### config.mk
export PLATFORM = sky130hd
export DESIGN_NAME = timer16_control_status_regs
export DESIGN_NICKNAME = d
export VERILOG_FILES = /design/src/timer16_regs_pkg.sv /design/src/set_clear_bits.sv /design/src/timer16_control_status_regs.sv
export SDC_FILE = /design/constraint.sdc
export NUM_CORES = 1
export LEC_CHECK = 0
export CAP_MARGIN = 20
export CORE_AREA = 3 3 106 108
export CTS_CLUSTER_DIAMETER = 50
export DETAILED_ROUTE_END_ITERATION = 6
export DIE_AREA = 0 0 109 111
export DONT_BUFFER_PORTS = 1
export SETUP_SLACK_MARGIN = 0.02
export SYNTH_ARGS = -nofsm -noshare
export SYNTH_HDL_FRONTEND = slang
export SYNTH_SLANG_ARGS = --single-unit
### constraint.sdc
create_clock -name i_ref_clk -period 2.14 [get_ports i_ref_clk]
set_clock_uncertainty 0.1 [all_clocks]
set_input_delay 0.107 -clock i_ref_clk [delete_from_list [all_inputs] [get_ports i_ref_clk]]
set_output_delay 0.107 -clock i_ref_clk [all_outputs]
set_load 0.005 [all_outputs]
### src/timer16_regs_pkg.sv
// Purpose: shared constants and types of the 16-bit timer control/status block
// Assumes: registers are 8 bits wide, one per aligned 32-bit bus word
// Notes:   printed offsets are register indices; byte address is four times the index
package timer16_regs_pkg;

   // register indices; byte address = index * 4
   localparam logic [3:0] IDX_CMD_LOCK_DIR_CLEAR = 4'h4;
   localparam logic [3:0] IDX_CMD_LOCK_DIR_SET   = 4'h5;
   localparam logic [3:0] IDX_BUFFER_VALID_CLEAR = 4'h6;
   localparam logic [3:0] IDX_BUFFER_VALID_SET   = 4'h7;
   localparam logic [3:0] IDX_EVENT_INPUT_CTRL   = 4'h9;
   localparam logic [3:0] IDX_INTERRUPT_ENABLE   = 4'ha;
   localparam logic [3:0] IDX_INTERRUPT_FLAGS    = 4'hb;
   localparam logic [3:0] IDX_DEBUG_BEHAVIOUR    = 4'he;
   localparam logic [3:0] IDX_BYTE_STAGING       = 4'hf;
   localparam int         ADDR_IDX_LSB           = 2;
   localparam int         ADDR_IDX_MSB           = 5;

   // field positions
   localparam int DIR_BIT          = 0;
   localparam int LOCK_BIT         = 1;
   localparam int CMD_LSB          = 2;
   localparam int CMD_MSB          = 3;
   localparam int EV_COUNT_EN_BIT  = 0;
   localparam int EV_ACTION_LSB    = 1;
   localparam int EV_ACTION_MSB    = 2;
   localparam int WRAP_BIT         = 0;
   localparam int CMP0_BIT         = 4;
   localparam int RUN_HALTED_BIT   = 0;
   localparam int NUM_CHANNELS     = 3;

   // reset values
   localparam logic [7:0] RST_BYTE   = 8'h00;
   localparam logic [3:0] RST_NIBBLE = 4'h0;
   localparam logic [2:0] RST_EVENT_INPUT_CONTROL = 3'h0;

   // bus answers
   localparam logic [1:0] RESP_OKAY   = 2'h0;
   localparam logic [1:0] RESP_SLVERR = 2'h2;

   // software command field
   typedef enum logic [1:0] {
      cmd_none       = 2'b00,
      cmd_update     = 2'b01,
      cmd_restart    = 2'b10,
      cmd_hard_reset = 2'b11
   } command_t;

   // event action select
   typedef enum logic [1:0] {
      rising_edge_action       = 2'b00,
      either_edge_action       = 2'b01,
      level_gated_action       = 2'b10,
      direction_by_event_action = 2'b11
   } event_action_t;

   // waveform select codes
   localparam logic [2:0] WAVE_NORMAL      = 3'h0;
   localparam logic [2:0] WAVE_FREQUENCY   = 3'h1;
   localparam logic [2:0] WAVE_SINGLESLOPE = 3'h3;
   localparam logic [2:0] WAVE_DS_TOP      = 3'h5;
   localparam logic [2:0] WAVE_DS_BOTH     = 3'h6;
   localparam logic [2:0] WAVE_DS_BOTTOM   = 3'h7;

endpackage

### src/set_clear_bits.sv
// Purpose: group of sticky status bits with set and clear strobes
// Assumes: set and clear are one-cycle pulses in the i_ref_clk domain
// Notes:   set wins over clear so a same-cycle event is never lost
`timescale 1ns/100ps
module set_clear_bits #(
   parameter int unsigned WIDTH = 4
) (
   // clock and reset
   input  wire logic             i_ref_clk,
   input  wire logic             i_arst_n,
   // strobes
   input  wire logic [WIDTH-1:0] i_set,
   input  wire logic [WIDTH-1:0] i_clear,
   // state
   output logic      [WIDTH-1:0] o_bits
);
   import timer16_regs_pkg::*;

   typedef struct packed {
      logic [WIDTH-1:0] bits;
   } bits_state_t;

   bits_state_t r;
   bits_state_t next_r;

   // zero bits in either strobe leave the bit alone
   always_comb begin
      next_r      = r;
      next_r.bits = (r.bits & ~i_clear) | i_set; // [RQ26]
   end

   always_ff @(posedge i_ref_clk or negedge i_arst_n) begin
      if (!i_arst_n) begin
         r.bits <= '0;
      end else begin
         r <= next_r;
      end
   end

   assign o_bits = r.bits;

endmodule // set_clear_bits

### src/timer16_control_status_regs.sv
// Purpose: control, status and flag registers of a 16-bit timer/counter, AXI4-Lite slave
// Assumes: counter, period, compare and buffer data live outside; inputs are synchronous
// Notes:   counting strobe and direction go out to the external counter datapath
// Overview of operation
// (RQ1) Writing one to a set-view bit sets it, others untouched.
// (RQ2) Lock and direction read the same through set view and clear view.
// (RQ3) Command field values 0..3: none, buffer update, restart, hard reset.
// (RQ4) Command field always reads back as zero.
// (RQ5) Hard reset command is ignored while the timer is enabled.
// (RQ6) Lock set blocks buffer loads on update; lock clear loads at once (clearing lock here only lets the next update load).
// (RQ7) Direction zero counts up, one counts down.
// (RQ8) Hardware drives direction, but software writes also take effect.
// (RQ9) Writing one to buffer-valid clear view clears that flag alone.
// (RQ10) Writing one to buffer-valid set view sets that flag alone.
// (RQ11) Compare buffer-valid flag sets whenever its compare buffer is written.
// (RQ12) Compare buffer-valid flags clear on an update condition.
// (RQ13) Period buffer-valid flag sets on buffer write, clears on update.
// (RQ14) Action 0 counts rising event edges; action 1 counts both edges.
// (RQ15) Action 2 counts prescaled ticks only while event input is high.
// (RQ16) Action 3 counts prescaled ticks, up when event low, down when high.
// (RQ17) Event counting only when event-count enable is one.
// (RQ18) Enable bits 4..6 gate compare requests, bit 0 gates wrap request.
// (RQ19) Compare flag sets when counter equals that channel's compare value.
// (RQ20) Compare flags never clear by hardware; software writes one to clear.
// (RQ21) Wrap flag sets at top or bottom per waveform mode; sticky.
// (RQ22) Run-while-halted zero freezes timer and ignores events in debug break.
// (RQ23) One shared byte staging register, readable and writable by software.
// (RQ24) On update, compare registers load from buffers unless locked.
// (RQ25) Normal and frequency modes update at top; slope modes at bottom.
// (RQ26) Writing zero to set, clear and flag bits changes nothing.
// (RQ27) Low-byte read captures high byte; staged high write waits for low.
//
// The AXI4-Lite interface to the registers was chosen for this implementation.
`timescale 1ns/100ps
module timer16_control_status_regs (
   // clock and reset
   input  wire logic        i_ref_clk,
   input  wire logic        i_arst_n,
   // axi4-lite write address and data
   input  wire logic [31:0] i_awaddr,
   input  wire logic        i_awvalid,
   output logic             o_awready,
   input  wire logic [31:0] i_wdata,
   input  wire logic [3:0]  i_wstrb,
   input  wire logic        i_wvalid,
   output logic             o_wready,
   // axi4-lite write response
   output logic [1:0]       o_bresp,
   output logic             o_bvalid,
   input  wire logic        i_bready,
   // axi4-lite read
   input  wire logic [31:0] i_araddr,
   input  wire logic        i_arvalid,
   output logic             o_arready,
   output logic [31:0]      o_rdata,
   output logic [1:0]       o_rresp,
   output logic             o_rvalid,
   input  wire logic        i_rready,
   // timer datapath status
   input  wire logic        i_tc_enable,
   input  wire logic [2:0]  i_waveform_select,
   input  wire logic [15:0] i_counter_value,
   input  wire logic [15:0] i_period_value,
   input  wire logic [47:0] i_compare_values,
   input  wire logic        i_prescale_tick,
   input  wire logic        i_hw_dir_load,
   input  wire logic        i_hw_dir,
   // buffer writes seen by the datapath
   input  wire logic        i_period_buf_write,
   input  wire logic [2:0]  i_compare_buf_write,
   // event and debug
   input  wire logic        i_event_in,
   input  wire logic        i_debug_halt,
   // 16-bit access through the staging byte
   input  wire logic        i_wide_low_read,
   input  wire logic [7:0]  i_wide_high_byte,
   input  wire logic        i_wide_high_write,
   input  wire logic [7:0]  i_wide_high_data,
   input  wire logic        i_wide_low_write,
   output logic             o_pair_commit,
   output logic [7:0]       o_pair_high,
   // counter control
   output logic             o_count_step,
   output logic             o_count_dir,
   output logic             o_buffer_load,
   output logic             o_force_restart,
   output logic             o_force_hard_reset,
   // interrupt requests
   output logic             o_wrap_request,
   output logic [2:0]       o_compare_request
);
   import timer16_regs_pkg::*;

   typedef struct packed {
      logic       aw_held;
      logic [3:0] aw_idx;
      logic       aw_bad;
      logic       w_held;
      logic [7:0] w_data;
      logic       w_lane;
      logic       bvalid;
      logic [1:0] bresp;
      logic       rvalid;
      logic [7:0] rdata;
      logic [1:0] rresp;
      logic       lock;
      logic       dir;
      logic [2:0] ev_ctrl;
      logic [3:0] int_en;
      logic       run_halted;
      logic [7:0] staging;
      logic       ev_prev;
      logic       buffer_load;
      logic       restart;
      logic       hard_reset;
      logic       pair_commit;
   } ctrl_state_t;

   ctrl_state_t r;
   ctrl_state_t next_r;

   logic          wr_fire;
   logic [3:0]    ar_idx;
   logic          ar_bad;
   logic [3:0]    aw_idx_in;
   logic          aw_bad_in;
   logic [7:0]    wr_byte;
   logic [3:0]    bufv;
   logic [3:0]    flags;
   logic [3:0]    bufv_set;
   logic [3:0]    bufv_clear;
   logic [3:0]    flag_set;
   logic [3:0]    flag_clear;
   logic          halted;
   logic          step_now;
   logic          top_hit;
   logic          bottom_hit;
   logic          update_at_top;
   logic          update_cond;
   logic          wrap_cond;
   logic          force_update;
   logic [2:0]    cmp_match;
   command_t      cmd_written;
   event_action_t ev_action;

   // address decode: only aligned, low, mapped words answer okay
   function automatic logic idx_unmapped(input logic [31:0] addr);
      logic [3:0] idx;
      logic       known;
      idx   = addr[ADDR_IDX_MSB:ADDR_IDX_LSB];
      known = (idx == IDX_CMD_LOCK_DIR_CLEAR) || (idx == IDX_CMD_LOCK_DIR_SET) ||
              (idx == IDX_BUFFER_VALID_CLEAR) || (idx == IDX_BUFFER_VALID_SET) ||
              (idx == IDX_EVENT_INPUT_CTRL)   || (idx == IDX_INTERRUPT_ENABLE) ||
              (idx == IDX_INTERRUPT_FLAGS)    || (idx == IDX_DEBUG_BEHAVIOUR)  ||
              (idx == IDX_BYTE_STAGING);
      return !known || (addr[31:ADDR_IDX_MSB+1] != 26'h0) || (addr[1:0] != 2'h0);
   endfunction

   assign ar_idx    = i_araddr[ADDR_IDX_MSB:ADDR_IDX_LSB];
   assign ar_bad    = idx_unmapped(i_araddr);
   assign aw_idx_in = i_awaddr[ADDR_IDX_MSB:ADDR_IDX_LSB];
   assign aw_bad_in = idx_unmapped(i_awaddr);

   // write acts once both halves are held; a write without lane 0 changes nothing
   assign wr_fire     = r.aw_held && r.w_held && !r.bvalid;
   assign wr_byte     = (wr_fire && r.w_lane && !r.aw_bad) ? r.w_data : 8'h00;
   assign cmd_written = (r.aw_idx == IDX_CMD_LOCK_DIR_SET) ?
                        command_t'(wr_byte[CMD_MSB:CMD_LSB]) : cmd_none; // [RQ3]
   assign ev_action   = event_action_t'(r.ev_ctrl[EV_ACTION_MSB:EV_ACTION_LSB]);

   // debug break freezes counting unless told to keep running
   assign halted = i_debug_halt && !r.run_halted; // [RQ22]

   // count strobe selection
   always_comb begin
      step_now = 1'b0;
      if (!r.ev_ctrl[EV_COUNT_EN_BIT]) begin
         step_now = i_prescale_tick; // [RQ17]
      end else begin
         case (ev_action)
            rising_edge_action:        step_now = i_event_in && !r.ev_prev; // [RQ14]
            either_edge_action:        step_now = i_event_in != r.ev_prev; // [RQ14]
            level_gated_action:        step_now = i_prescale_tick && i_event_in; // [RQ15]
            direction_by_event_action: step_now = i_prescale_tick; // [RQ16]
            default:                   step_now = 1'b0;
         endcase
      end
      step_now = step_now && i_tc_enable && !halted;
   end

   // top and bottom points, with update and wrap placement by waveform
   assign top_hit       = step_now && !r.dir && (i_counter_value == i_period_value);
   assign bottom_hit    = step_now && r.dir && (i_counter_value == 16'h0000);
   assign update_at_top = (i_waveform_select == WAVE_NORMAL) ||
                          (i_waveform_select == WAVE_FREQUENCY); // [RQ25]
   assign force_update  = (cmd_written == cmd_update);
   assign update_cond   = (update_at_top ? top_hit : bottom_hit) || force_update; // [RQ25]

   always_comb begin
      case (i_waveform_select)
         WAVE_NORMAL, WAVE_FREQUENCY, WAVE_DS_TOP: wrap_cond = top_hit; // [RQ21]
         WAVE_SINGLESLOPE, WAVE_DS_BOTTOM:         wrap_cond = bottom_hit; // [RQ21]
         WAVE_DS_BOTH:                             wrap_cond = top_hit || bottom_hit;
         default:                                  wrap_cond = 1'b0;
      endcase
   end

   // compare equality per channel
   for (genvar ch = 0; ch < NUM_CHANNELS; ch++) begin : g_match
      assign cmp_match[ch] = i_tc_enable &&
                             (i_counter_value == i_compare_values[16*ch +: 16]); // [RQ19]
   end

   // buffer-valid strobes; hardware writes set, loads clear, set wins
   assign bufv_set   = {i_compare_buf_write, i_period_buf_write} | // [RQ11] [RQ13]
                       ((r.aw_idx == IDX_BUFFER_VALID_SET) ? wr_byte[3:0] : 4'h0); // [RQ10]
   assign bufv_clear = ((update_cond && !r.lock) ? 4'hf : 4'h0) | // [RQ12] [RQ13]
                       ((r.aw_idx == IDX_BUFFER_VALID_CLEAR) ? wr_byte[3:0] : 4'h0); // [RQ9]

   // flag strobes; no hardware clear path exists
   assign flag_set   = {cmp_match, wrap_cond}; // [RQ19] [RQ21]
   assign flag_clear = (r.aw_idx == IDX_INTERRUPT_FLAGS) ?
                       {wr_byte[CMP0_BIT+2:CMP0_BIT], wr_byte[WRAP_BIT]} : 4'h0; // [RQ20]

   set_clear_bits #(.WIDTH(4)) u_buffer_valid (
      .i_ref_clk (i_ref_clk),
      .i_arst_n  (i_arst_n),
      .i_set     (bufv_set),
      .i_clear   (bufv_clear),
      .o_bits    (bufv)
   );

   set_clear_bits #(.WIDTH(4)) u_flags (
      .i_ref_clk (i_ref_clk),
      .i_arst_n  (i_arst_n),
      .i_set     (flag_set),
      .i_clear   (flag_clear),
      .o_bits    (flags)
   );

   // next-state for bus, control fields, staging and strobes
   always_comb begin
      next_r             = r;
      next_r.buffer_load = update_cond && !r.lock; // [RQ6] [RQ24]
      next_r.restart     = (cmd_written == cmd_restart);
      next_r.hard_reset  = (cmd_written == cmd_hard_reset) && !i_tc_enable; // [RQ5]
      next_r.pair_commit = i_wide_low_write; // [RQ27]
      next_r.ev_prev     = i_event_in;
      // write address and data are taken in either order
      if (i_awvalid && o_awready) begin
         next_r.aw_held = 1'b1;
         next_r.aw_idx  = aw_idx_in;
         next_r.aw_bad  = aw_bad_in;
      end
      if (i_wvalid && o_wready) begin
         next_r.w_held = 1'b1;
         next_r.w_data = i_wdata[7:0];
         next_r.w_lane = i_wstrb[0];
      end
      if (wr_fire) begin
         next_r.aw_held = 1'b0;
         next_r.w_held  = 1'b0;
         next_r.bvalid  = 1'b1;
         next_r.bresp   = r.aw_bad ? RESP_SLVERR : RESP_OKAY;
      end else if (r.bvalid && i_bready) begin
         next_r.bvalid = 1'b0;
      end
      // hardware direction first; a software write in the same cycle overrides it
      if (r.ev_ctrl[EV_COUNT_EN_BIT] && ev_action == direction_by_event_action &&
          !halted) begin
         next_r.dir = i_event_in; // [RQ16] [RQ8]
      end else if (i_hw_dir_load) begin
         next_r.dir = i_hw_dir; // [RQ8]
      end
      case (r.aw_idx)
         IDX_CMD_LOCK_DIR_SET: begin
            next_r.lock = r.lock | wr_byte[LOCK_BIT]; // [RQ1] [RQ26]
            next_r.dir  = wr_byte[DIR_BIT] ? 1'b1 : next_r.dir; // [RQ1] [RQ8]
         end
         IDX_CMD_LOCK_DIR_CLEAR: begin
            next_r.lock = r.lock & ~wr_byte[LOCK_BIT]; // [RQ26]
            next_r.dir  = wr_byte[DIR_BIT] ? 1'b0 : next_r.dir; // [RQ8]
         end
         IDX_EVENT_INPUT_CTRL: begin
            if (wr_fire && r.w_lane && !r.aw_bad) begin
               next_r.ev_ctrl = r.w_data[EV_ACTION_MSB:0];
            end
         end
         IDX_INTERRUPT_ENABLE: begin
            if (wr_fire && r.w_lane && !r.aw_bad) begin
               next_r.int_en = {r.w_data[CMP0_BIT+2:CMP0_BIT], r.w_data[WRAP_BIT]}; // [RQ18]
            end
         end
         IDX_DEBUG_BEHAVIOUR: begin
            if (wr_fire && r.w_lane && !r.aw_bad) begin
               next_r.run_halted = r.w_data[RUN_HALTED_BIT]; // [RQ22]
            end
         end
         IDX_BYTE_STAGING: begin
            if (wr_fire && r.w_lane && !r.aw_bad) begin
               next_r.staging = r.w_data; // [RQ23]
            end
         end
         default: begin
            next_r.lock = r.lock;
         end
      endcase
      // datapath accesses take the staging byte over a same-cycle software write
      if (i_wide_low_read) begin
         next_r.staging = i_wide_high_byte; // [RQ27]
      end else if (i_wide_high_write) begin
         next_r.staging = i_wide_high_data; // [RQ27]
      end
      // read answer one cycle after the address is taken
      if (i_arvalid && o_arready) begin
         next_r.rvalid = 1'b1;
         next_r.rresp  = ar_bad ? RESP_SLVERR : RESP_OKAY;
         next_r.rdata  = 8'h00;
         if (!ar_bad) begin
            case (ar_idx)
               IDX_CMD_LOCK_DIR_CLEAR, IDX_CMD_LOCK_DIR_SET:
                  next_r.rdata = {4'h0, 2'b00, r.lock, r.dir}; // [RQ2] [RQ4]
               IDX_BUFFER_VALID_CLEAR, IDX_BUFFER_VALID_SET:
                  next_r.rdata = {4'h0, bufv};
               IDX_EVENT_INPUT_CTRL: next_r.rdata = {5'h00, r.ev_ctrl};
               IDX_INTERRUPT_ENABLE: next_r.rdata = {1'b0, r.int_en[3:1], 3'h0, r.int_en[0]};
               IDX_INTERRUPT_FLAGS:  next_r.rdata = {1'b0, flags[3:1], 3'h0, flags[0]};
               IDX_DEBUG_BEHAVIOUR:  next_r.rdata = {7'h00, r.run_halted};
               IDX_BYTE_STAGING:     next_r.rdata = r.staging; // [RQ23]
               default:              next_r.rdata = 8'h00;
            endcase
         end
      end else if (r.rvalid && i_rready) begin
         next_r.rvalid = 1'b0;
      end
   end

   // state register; every field resets to a constant
   always_ff @(posedge i_ref_clk or negedge i_arst_n) begin
      if (!i_arst_n) begin
         r <= '0;
         r.ev_ctrl <= RST_EVENT_INPUT_CONTROL;
         r.int_en  <= RST_NIBBLE;
         r.staging <= RST_BYTE;
      end else begin
         r <= next_r;
      end
   end

   // handshakes are combinational; data comes from flops
   assign o_awready          = !r.aw_held && !r.bvalid;
   assign o_wready           = !r.w_held && !r.bvalid;
   assign o_arready          = !r.rvalid;
   assign o_bvalid           = r.bvalid;
   assign o_bresp            = r.bresp;
   assign o_rvalid           = r.rvalid;
   assign o_rresp            = r.rresp;
   assign o_rdata            = {24'h000000, r.rdata};
   assign o_count_step       = step_now;
   assign o_count_dir        = r.dir; // [RQ7]
   assign o_buffer_load      = r.buffer_load;
   assign o_force_restart    = r.restart;
   assign o_force_hard_reset = r.hard_reset;
   assign o_pair_commit      = r.pair_commit;
   assign o_pair_high        = r.staging; // [RQ27]
   assign o_wrap_request     = flags[0] && r.int_en[0]; // [RQ18]
   assign o_compare_request  = flags[3:1] & r.int_en[3:1]; // [RQ18]
endmodule // timer16_control_status_regs

# Word-level counts from Yosys, hierarchy flattened
# Cells that the tools add are included.
[word_totals] out_inout_bits=59 input_bits=219 elab_cells=197 register_bits=61
[op_classes] eq_ne=43 bitwise=12 muxes=32 reduce_logical=86
[ops] operator="16-bit equality test" n=4
[ops] operator="4-bit equality test (second input constant)" n=15
[ops] operator="8-bit case mux with 7 select lines" n=1
[ops] operator="26-bit nonzero test" n=2
[ops] operator="4-bit by 3-bit equality test with 1-bit output (second input constant)" n=12
[ops] operator="8-bit two-way mux" n=5
[ops] operator="1-bit logical AND" n=28
[ops] operator="1-bit logical OR" n=23
[ops] operator="16-bit logical NOT" n=1
[ops] operator="4-bit two-way mux" n=4
[ops] operator="4-bit OR" n=4
[ops] operator="2-bit nonzero test" n=7
[ops] operator="1-bit logical NOT" n=13
[ops] operator="1-bit two-way mux" n=12
[ops] operator="10-bit two-way mux" n=1
[ops] operator="3-bit equality test (second input constant)" n=3
[ops] operator="4-bit AND" n=2
[ops] operator="2-bit equality test (second input constant)" n=4
[ops] operator="4-bit inverter" n=2
[ops] operator="2-bit AND reduction" n=4
[ops] operator="7-bit two-way mux" n=1
[ops] operator="2-bit two-way mux" n=3
[ops] operator="6-bit two-way mux" n=1
[ops] operator="3-bit nonzero test" n=2
[ops] operator="15 further kinds" n=19

# Logic depth before layout (Yosys ltp)
# Gate-level depths: netlist (run 1).
[depth] word_depth=16 mapped_depth=7 mapped_depth_nobuf=5

# Modules after synthesis
# Synthesis (run 1) repeated with hierarchy kept, for this count alone.
[unflattened] cells_unflattened=464 area_unflattened_um2=4264.1
[modules_own_cells] module="timer16_control_status_regs" instances=1 area_per_inst_um2=3973.8 seq_area_each_um2=1276.2 cells_per_inst=440
[modules_own_cells] module="set_clear_bits" instances=2 area_per_inst_um2=145.1 seq_area_each_um2=100.1 cells_per_inst=12

# Worst setup path after synthesis (run 1)
# No wires, ideal clock.
[synth_path] path_kind="register to register" start="register r, in the netlist o_bvalid" end="register r[18] in the netlist's numbering" synth_period_minus_slack_ns=1.821 path_buffers=0 arrival_time_ns=1.594 setup_slack_ns=0.319 setup_ns=0.128 stages_incl_launch_ff=6 t_required_ns=1.912 cell_sequence="dfrtp_1 -> nand3b_4 -> nor3b_2 -> nand3_1 -> nor3b_2 -> mux2_1"
[synth_via] elab_chain_cells=5
[synth_rtl] item="start, declared" line_no="timer16_control_status_regs.sv:119" rtl="ctrl_state_t r;"
[synth_rtl] item="start signal, assigned" line_no="timer16_control_status_regs.sv:346" rtl="r <= next_r;"
[synth_rtl] item="1-bit logical NOT" line_no="timer16_control_status_regs.sv:165" rtl="assign wr_fire = r.aw_held && r.w_held && !r.bvalid;"
[synth_rtl] item="1-bit logical AND" line_no="timer16_control_status_regs.sv:165"
[synth_rtl] item="1-bit logical AND (2 in a row)" line_no="timer16_control_status_regs.sv:285" rtl="if (wr_fire && r.w_lane && !r.aw_bad) begin"
[synth_rtl] item="2-bit AND reduction (no source line)"
# No other way between the ends.
# A chain may end at the register's enable or synchronous reset.

# Worst setup path in the final report (run 1)
[layout_path] start="register r, in the netlist o_rvalid" end="register r, in the netlist o_rdata[3]"
[layout_via] elab_chain_cells=2
[layout_rtl] item="1-bit logical NOT" line_no="timer16_control_status_regs.sv:353" rtl="assign o_arready = !r.rvalid;"
[layout_rtl] item="1-bit logical AND" line_no="timer16_control_status_regs.sv:315" rtl="if (i_arvalid && o_arready) begin"
# No other way between the ends.

==> out/metrics.yaml, run 1 <==
status: "completed"
area_growth_pct: 16.7
yosys_warnings: 0
yosysUniqueCellTypes: 53
clk_latency_ns: 0.34
fill_cells: 994
finalHoldViolations: 0
vias: 3595
htree_num_levels: 3
rsz0062_at_grt: "no"
detail-route-antenna-nets: 0
syn_inst: 485
dieArea_sq_um: 12100
wire_per_inst_microns: 19.8
final_area_sq_um: 5090
worstPathMaxFanout: 9
grt_pass1_wl_microns: 20000
period_share: 0.921
fmax_mhz: 507
critPathRequiredTime_ns: 2.32
synth_edf_count: 0
crit_type: "register to register"
initial_core_util: 0.423
period_needed_ns: 1.97
cts_buffer_depth: 2
ys.flop_type: "dfrtp_1"
async_reset_ff_frac: 1.00
timing.setup.tns_ns: 0
pin_count: 278
setup_violations: 0
leakagePower_nw: 2.06
die_w_microns: 109
syn_area_sq_um: 4360
gp_congestion: 0.920
grt_pass1_vias: 3780
worstMarginPinSlew_ns: 0.526
first_pass_iters: 4
hp-class: "input pin to register"
cp_slowest_cell: "dlygate4sd3_1"
relSlewSlack: 0.649
hpwlAfterDp_microns: 10300
drive_above_1_share: 0.105
rows: 37
clk_pin_slew_ns: 0.07
port_buffers: 0
synth_seq_cells: 59
power_density_nw_per_um2: 694
holdPathStages: 2
dieHeight_microns: 111
total_power_mw: 3.53
critPathLaunchType: "register"
antenna_found_initial: 0
cts_tree: "done"
seq_area_frac_synth: 0.338
drt_iter0_drc: 200
grt_max_degree: 60
grt_use_total: 0.214
core-area_sq_um: 10300
cp.arrival_ns: 2.15
numCtsBuffers: 9
place_area_sq_um: 4210
r2r_cells: 5
nets: 740
remaining_drc_errors: 0
cts_root_buf: "clkbuf_8"
cp_cell_sequence: "nor2b_2 -> nand4_1 -> a211o_4 -> o31ai_1 -> dlygate4sd3_1"
vdd_drop_max_uv: 505
maxSlewViolCount: 0
antenna_cells: 0
max-cap-violations: 0
cpPeakStageDelay_ns: 0.57
drt-total-wl_microns: 13100
cts.sinks: 59
via_per_inst: 5.43
grt_overflow: 0
setup.worst_path.end_class: "register"
syn_avg_cell_area_sq_um: 9.00
## cells in the final DEF, fill, tap and decap left out, drive strengths merged, types with 2 or more instances in the layout
cell,synthesis,routed
nand4b,3,3
nor3,7,7
inv,11,11
or4,2,2
nand3,7,7
nor3b,2,2
nand2,47,47
clkbuf,13,12
o31ai,2,2
dlygate4sd3,0,64
mux2i,16,16
a221oi,2,2
nor2b,7,7
xor2,37,37
nor4,30,30
nand2b,3,3
o21a,3,3
mux2,21,21
o311ai,2,2
a21oi,15,15
xnor2,29,29
nor2,31,31
and3,2,2
o2111ai,4,4
clkinv,0,3
o21ai,24,24
nand3b,4,4
dfrtp,59,59
nand4,17,17
a31oi,8,8
and2,4,4
o32ai,2,2
conb,1,26
buf,59,8
## registers in the layout, indices dropped and copies added, names as in the netlist, 2 cells and up, named ones only
signal,cells
u_flags.o_bits,4
o_rdata,8
ev_action,2
o_pair_high,8
r,23
u_buffer_valid.o_bits,4
## what timing repair did
| action | in CTS | in global routing |
|---|---|---|
| buffers inserted | 0 | 0 |
| hold buffers | 65 | 0 |
| hold endpoints to repair | 102 | 0 |
| endpoints found under the setup margin | 0 | 1 |
| resized for setup | 0 | 3 |
## worst max-delay path: cells and delay by family, from the launching register on
family / cells / cell delay [ns]
AOI/OAI and AO/OA: 2 / 0.58
buffers and inverters: 1 / 0.57
DFF: 1 / 0.41
and+or+nand+nor: 2 / 0.25
## worst paths after layout
kind / endpoint / slack, ns / from
worst max-delay path: o_rdata[3] / 0.17 / o_rvalid
worst min-delay path: o_rvalid / 0.01 / i_arvalid
worst max register to register: o_rdata[3] / 0.17 / o_rvalid
worst min register to register: u_flags.o_bits[3] / 0.40 / u_flags.o_bits[3]
max in group asynchronous: u_flags.o_bits[0] / 1.50 / i_arst_n
min in group asynchronous: o_pair_commit / 0.19 / i_arst_n
## cell usage after synthesis, types with 8 or more instances
| master | instances | area share |
|---|---|---|
| a21oi_1 | 15 | 0.017 |
| a31oi_1 | 8 | 0.011 |
| buf_2 | 11 | 0.013 |
| buf_4 | 46 | 0.079 |
| clkbuf_1 | 13 | 0.011 |
| dfrtp_1 | 59 | 0.34 |
| inv_1 | 11 | 0.0095 |
| mux2_2 | 18 | 0.046 |
| mux2i_1 | 15 | 0.034 |
| nand2_1 | 47 | 0.040 |
| nand4_1 | 17 | 0.024 |
| nor2_1 | 31 | 0.027 |
| nor4_1 | 27 | 0.039 |
| o21ai_0 | 22 | 0.025 |
| xnor2_1 | 29 | 0.058 |
| xor2_1 | 36 | 0.072 |
## area by class of cell
| type | instances | area [sq um] | share of cell area |
|---|---|---|---|
| flip-flops and latches | 59 | 1480 | 0.290 |
| multi-input cells | 368 | 2480 | 0.487 |
| repair buffers | 72 | 721 | 0.142 |
| clock buffers | 12 | 155 | 0.0305 |
| clock inverters | 4 | 48.8 | 0.00958 |
| inverters | 11 | 41.3 | 0.00811 |
| well taps | 136 | 170 | 0.0334 |
## per-stage QoR
stage                     hold WS [ns]  std cells  setup WS, ns  utilization
final                           0.0130        662         0.169        0.493
after global routing            0.0209        662        0.0257        0.493
after CTS                      0.00399        662        0.0963        0.492
after detailed placement        -0.287        581         0.188        0.408
after global placement          -0.287        581         0.206        0.408
after floorplan                 -0.289        510         0.319            -
## routing by layer
metal	GRT usage	wire (microns)
met5	0	0
met4	0.0446	189
met3	0.0676	1040
met2	0.358	6420
met1	0.267	5430
## kinds of logic after synthesis
| group | synth area share |
|---|---|
| AO/OA/AOI/OAI | 0.101 |
| AND/OR/NAND/NOR | 0.217 |
| buffers and inverters | 0.118 |
| XOR/XNOR | 0.134 |
| other | 0.000859 |
| multiplexers | 0.0917 |
| flip-flops | 0.338 |
## power by group
part	leakage, nW	switching (mW)	total, mW	internal [mW]
Clock	0.106	0.440	1.04	0.600
Sequential	0.711	0.296	1.61	1.31
Combinational	1.24	0.402	0.886	0.484
Power figures use the tool's default switching activity.
==> run 2, diff against run 1 <==
--- a/config.mk
+++ b/config.mk
@@ -6,12 +6,13 @@
 export NUM_CORES = 1
 export LEC_CHECK = 0
 export CAP_MARGIN = 20
-export CORE_AREA = 3 3 106 108
+export CORE_AREA = 3 3 108 110
 export CTS_CLUSTER_DIAMETER = 50
 export DETAILED_ROUTE_END_ITERATION = 6
-export DIE_AREA = 0 0 109 111
+export DIE_AREA = 0 0 111 113
 export DONT_BUFFER_PORTS = 1
 export SETUP_SLACK_MARGIN = 0.02
 export SYNTH_ARGS = -nofsm -noshare
 export SYNTH_HDL_FRONTEND = slang
+export SYNTH_HIERARCHICAL = 1
 export SYNTH_SLANG_ARGS = --single-unit
==> run 2 against run 1 <==
Maximum frequency shrank 3.9%. Synthesized area is 2.3% lower. Core utilization fell by 1.6 points. Critical endpoint is now o_rdata[4]. Synthesized cell count fell by 4.3%. Setup slack got worse by 0.081 ns. Clock power is 5% higher. Highest routed layer unchanged. Sequential share of layout area fell by 0.32 points. Largest cell class unchanged. First-iteration DRC count is 2.0% lower.
==> out/metrics.yaml, run 2 <==
nets: 731
p_int_mw: 2.50
rows: 38
pwr-share-comb: 0.273
crit_type: "input pin to register"
async_reset_ff_frac: 1.00
r2r_end: "u_buffer_valid/o_bits[3]"
cpPeakStageDelay_ns: 0.58
dieHeight_microns: 113
maxSlewViolCount: 0
synth_top_cell_by_area: "dfrtp_1"
p_sw_mw: 1.12
yosys.area_share.simple: 0.200
synth_edf_count: 0
htree_num_levels: 3
synth_mux_area_frac: 0.0942
first_pass_iters: 4
relSlewSlack: 0.573
drive_above_1_share: 0.128
routed.top_layer: "met4"
m1WireLength_microns: 4980
power_density_nw_per_um2: 703
setup.worst_path.end_class: "register"
synthTopCellsByCount: "59 x dfrtp_1, 51 x xnor2_1, 46 x buf_4"
synth_compound_area_frac: 0.108
critPathLaunchType: "input pin"
cts_buffer_depth: 2
die_w_microns: 111
hpwlAfterDp_microns: 9940
grt_pass1_vias: 3875
yosys-top-cells-area: "dfrtp_1 35%, xnor2_1 10%, buf_4 8.1%"
yosysUniqueCellTypes: 50
area_growth_pct: 20.8
cp.arrival_ns: 2.22
worstPathMaxFanout: 5
clk_pin_slew_ns: 0.07
setup_ws_ns: 0.0886
synth_top_area_frac: 0.346
antenna_found_initial: 0
synth_top_family_by_area: "simple AND/OR/NAND/NOR gates"
cp_common_cell: "dlygate4sd3_1"
syn_avg_cell_area_sq_um: 9.19
syn_inst: 464
detail-route-antenna-nets: 0
vias: 3573
final_util: 0.477
core-area_sq_um: 10800
holdPathStages: 4
worstMarginPinSlew_ns: 0.638
antenna_cells: 0
port_buffers: 0
finalHoldViolations: 0
period_needed_ns: 2.05
cts_tree: "done"
wl_met3_microns: 1330
seq_area_frac_synth: 0.346
dieArea_sq_um: 12500
cp_cell_sequence: "dlygate4sd3_1 -> nor4_1 -> dlygate4sd3_1 -> nand4_1 -> a211oi_4 -> nand3_2 -> o21ai_0"
p_seq_frac: 0.427
dp_cells: 566
netSwitchingFraction: 0.310
hp-class: "input pin to register"
grt_overflow: 0
via_per_inst: 5.44
numCtsBuffers: 9
grt_use_total: 0.207
hold_start: "i_awaddr[0]"
final_common_cell: "dlygate4sd3_1"
drt_iter0_drc: 196
synth_seq_cells: 59
max-cap-violations: 0
r2r_start: "ev_action[1]"
grt_pass1_wl_microns: 20300
cts.sinks: 59
mostFrequentLayoutCells: "71 x dlygate4sd3_1, 59 x dfrtp_1, 51 x xnor2_1, 30 x nand2_1, 29 x nor2_1"
leakagePower_nw: 2.10
synthAdderAreaFrac: 0
r2r_cells: 7
synth_most_common_cell: "dfrtp_1"
synth-xor-area-share: 0.134
largest_reg_flops: 23
critPathRequiredTime_ns: 2.31
syn_area_sq_um: 4260
setup_violations: 0
pre_cts_ws_ns: 0.109
met2_length_microns: 6610
pin_count: 278
remaining_drc_errors: 0
stdcell_count: 657
cts_root_buf: "clkbuf_8"
fmax_mhz: 487
min_to: "r[47]"
wire_per_inst_microns: 19.9
ys.flop_type: "dfrtp_1"
status: "completed"
power_frac_clock: 0.300
gp_congestion: 0.902
r2r_setup_slack_ns: 0.21
period_share: 0.959
clk_latency_ns: 0.35
cp_slowest_cell: "dlygate4sd3_1"
fill_cells: 1022
yosys_warnings: 6
initial_core_util: 0.395
timing.setup.tns_ns: 0
drt-total-wl_microns: 13100
grt_max_degree: 60
largest_register: "r"
vdd_drop_max_uv: 645
[run 2: cell families after synthesis]
group	after synthesis
DFF	59
other	1
buffers and inverters	85
muxes	37
xor gates and xnor gates	65
AOI/OAI and AO/OA	70
and+or+nand+nor	147
[run 2: cell type report]
cell class                 count  area [sq um]  share of cell area
tap                          140           175              0.0340
multi-input combinational    345          2410               0.468
clock buffer                  12           165              0.0321
clock inverter                 4          47.5             0.00923
sequential                    59          1480               0.287
timing repair buffer          83           821               0.159
inverter                      14          52.6              0.0102
[run 2: routing by layer]
metal / vias up / global-route usage
li1: 1637 / -
met1: 1721 / 0.246
met2: 198 / 0.364
met3: 17 / 0.0711
met4: 0 / 0.0443
met5: - / 0
[run 2: what timing repair did]
action	in CTS	in global routing
gates resized for setup	0	4
setup buffers	0	3
endpoints found under the hold margin	103	0
hold buffers	72	0
setup endpoints to repair	0	13
[run 2: critical path: cells and delay by family]
kind	cells	cell delay (ns)
compound gates	2	0.52
simple gates	3	0.46
buf+inv	2	1.12
[run 2: worst max-delay path by stage]
stage                                     to          from
finish                            o_rdata[4]  i_araddr[21]
floorplan           u_buffer_valid/o_bits[0]         r[18]
detailed placement            o_pair_high[2]      o_bvalid
global placement              o_pair_high[6]      o_bvalid
CTS                               o_rdata[5]  i_araddr[21]
global route                      o_rdata[5]  i_araddr[21]
[run 2: power by group through the flow]
stage	combinational (mW)	clock, mW	sequential, mW
after floorplan	0.732	0	1.50
after detailed placement	0.821	0	1.58
final	0.991	1.09	1.55
after global placement	0.797	0	1.57
after global routing	1.10	1.17	1.58
after CTS	0.986	1.12	1.55
[run 2: stage by stage]
| stage | hold WS, ns | power (mW) | cell area [sq um] |
|---|---|---|---|
| final | 0.00956 | 3.62 | 5150 |
| after global routing | 0.0286 | 3.84 | 5150 |
| after floorplan | -0.289 | 2.23 | 4360 |
| after CTS | 0.000124 | 3.66 | 5100 |
| after detailed placement | -0.287 | 2.40 | 4150 |
| after global placement | -0.287 | 2.37 | 4150 |
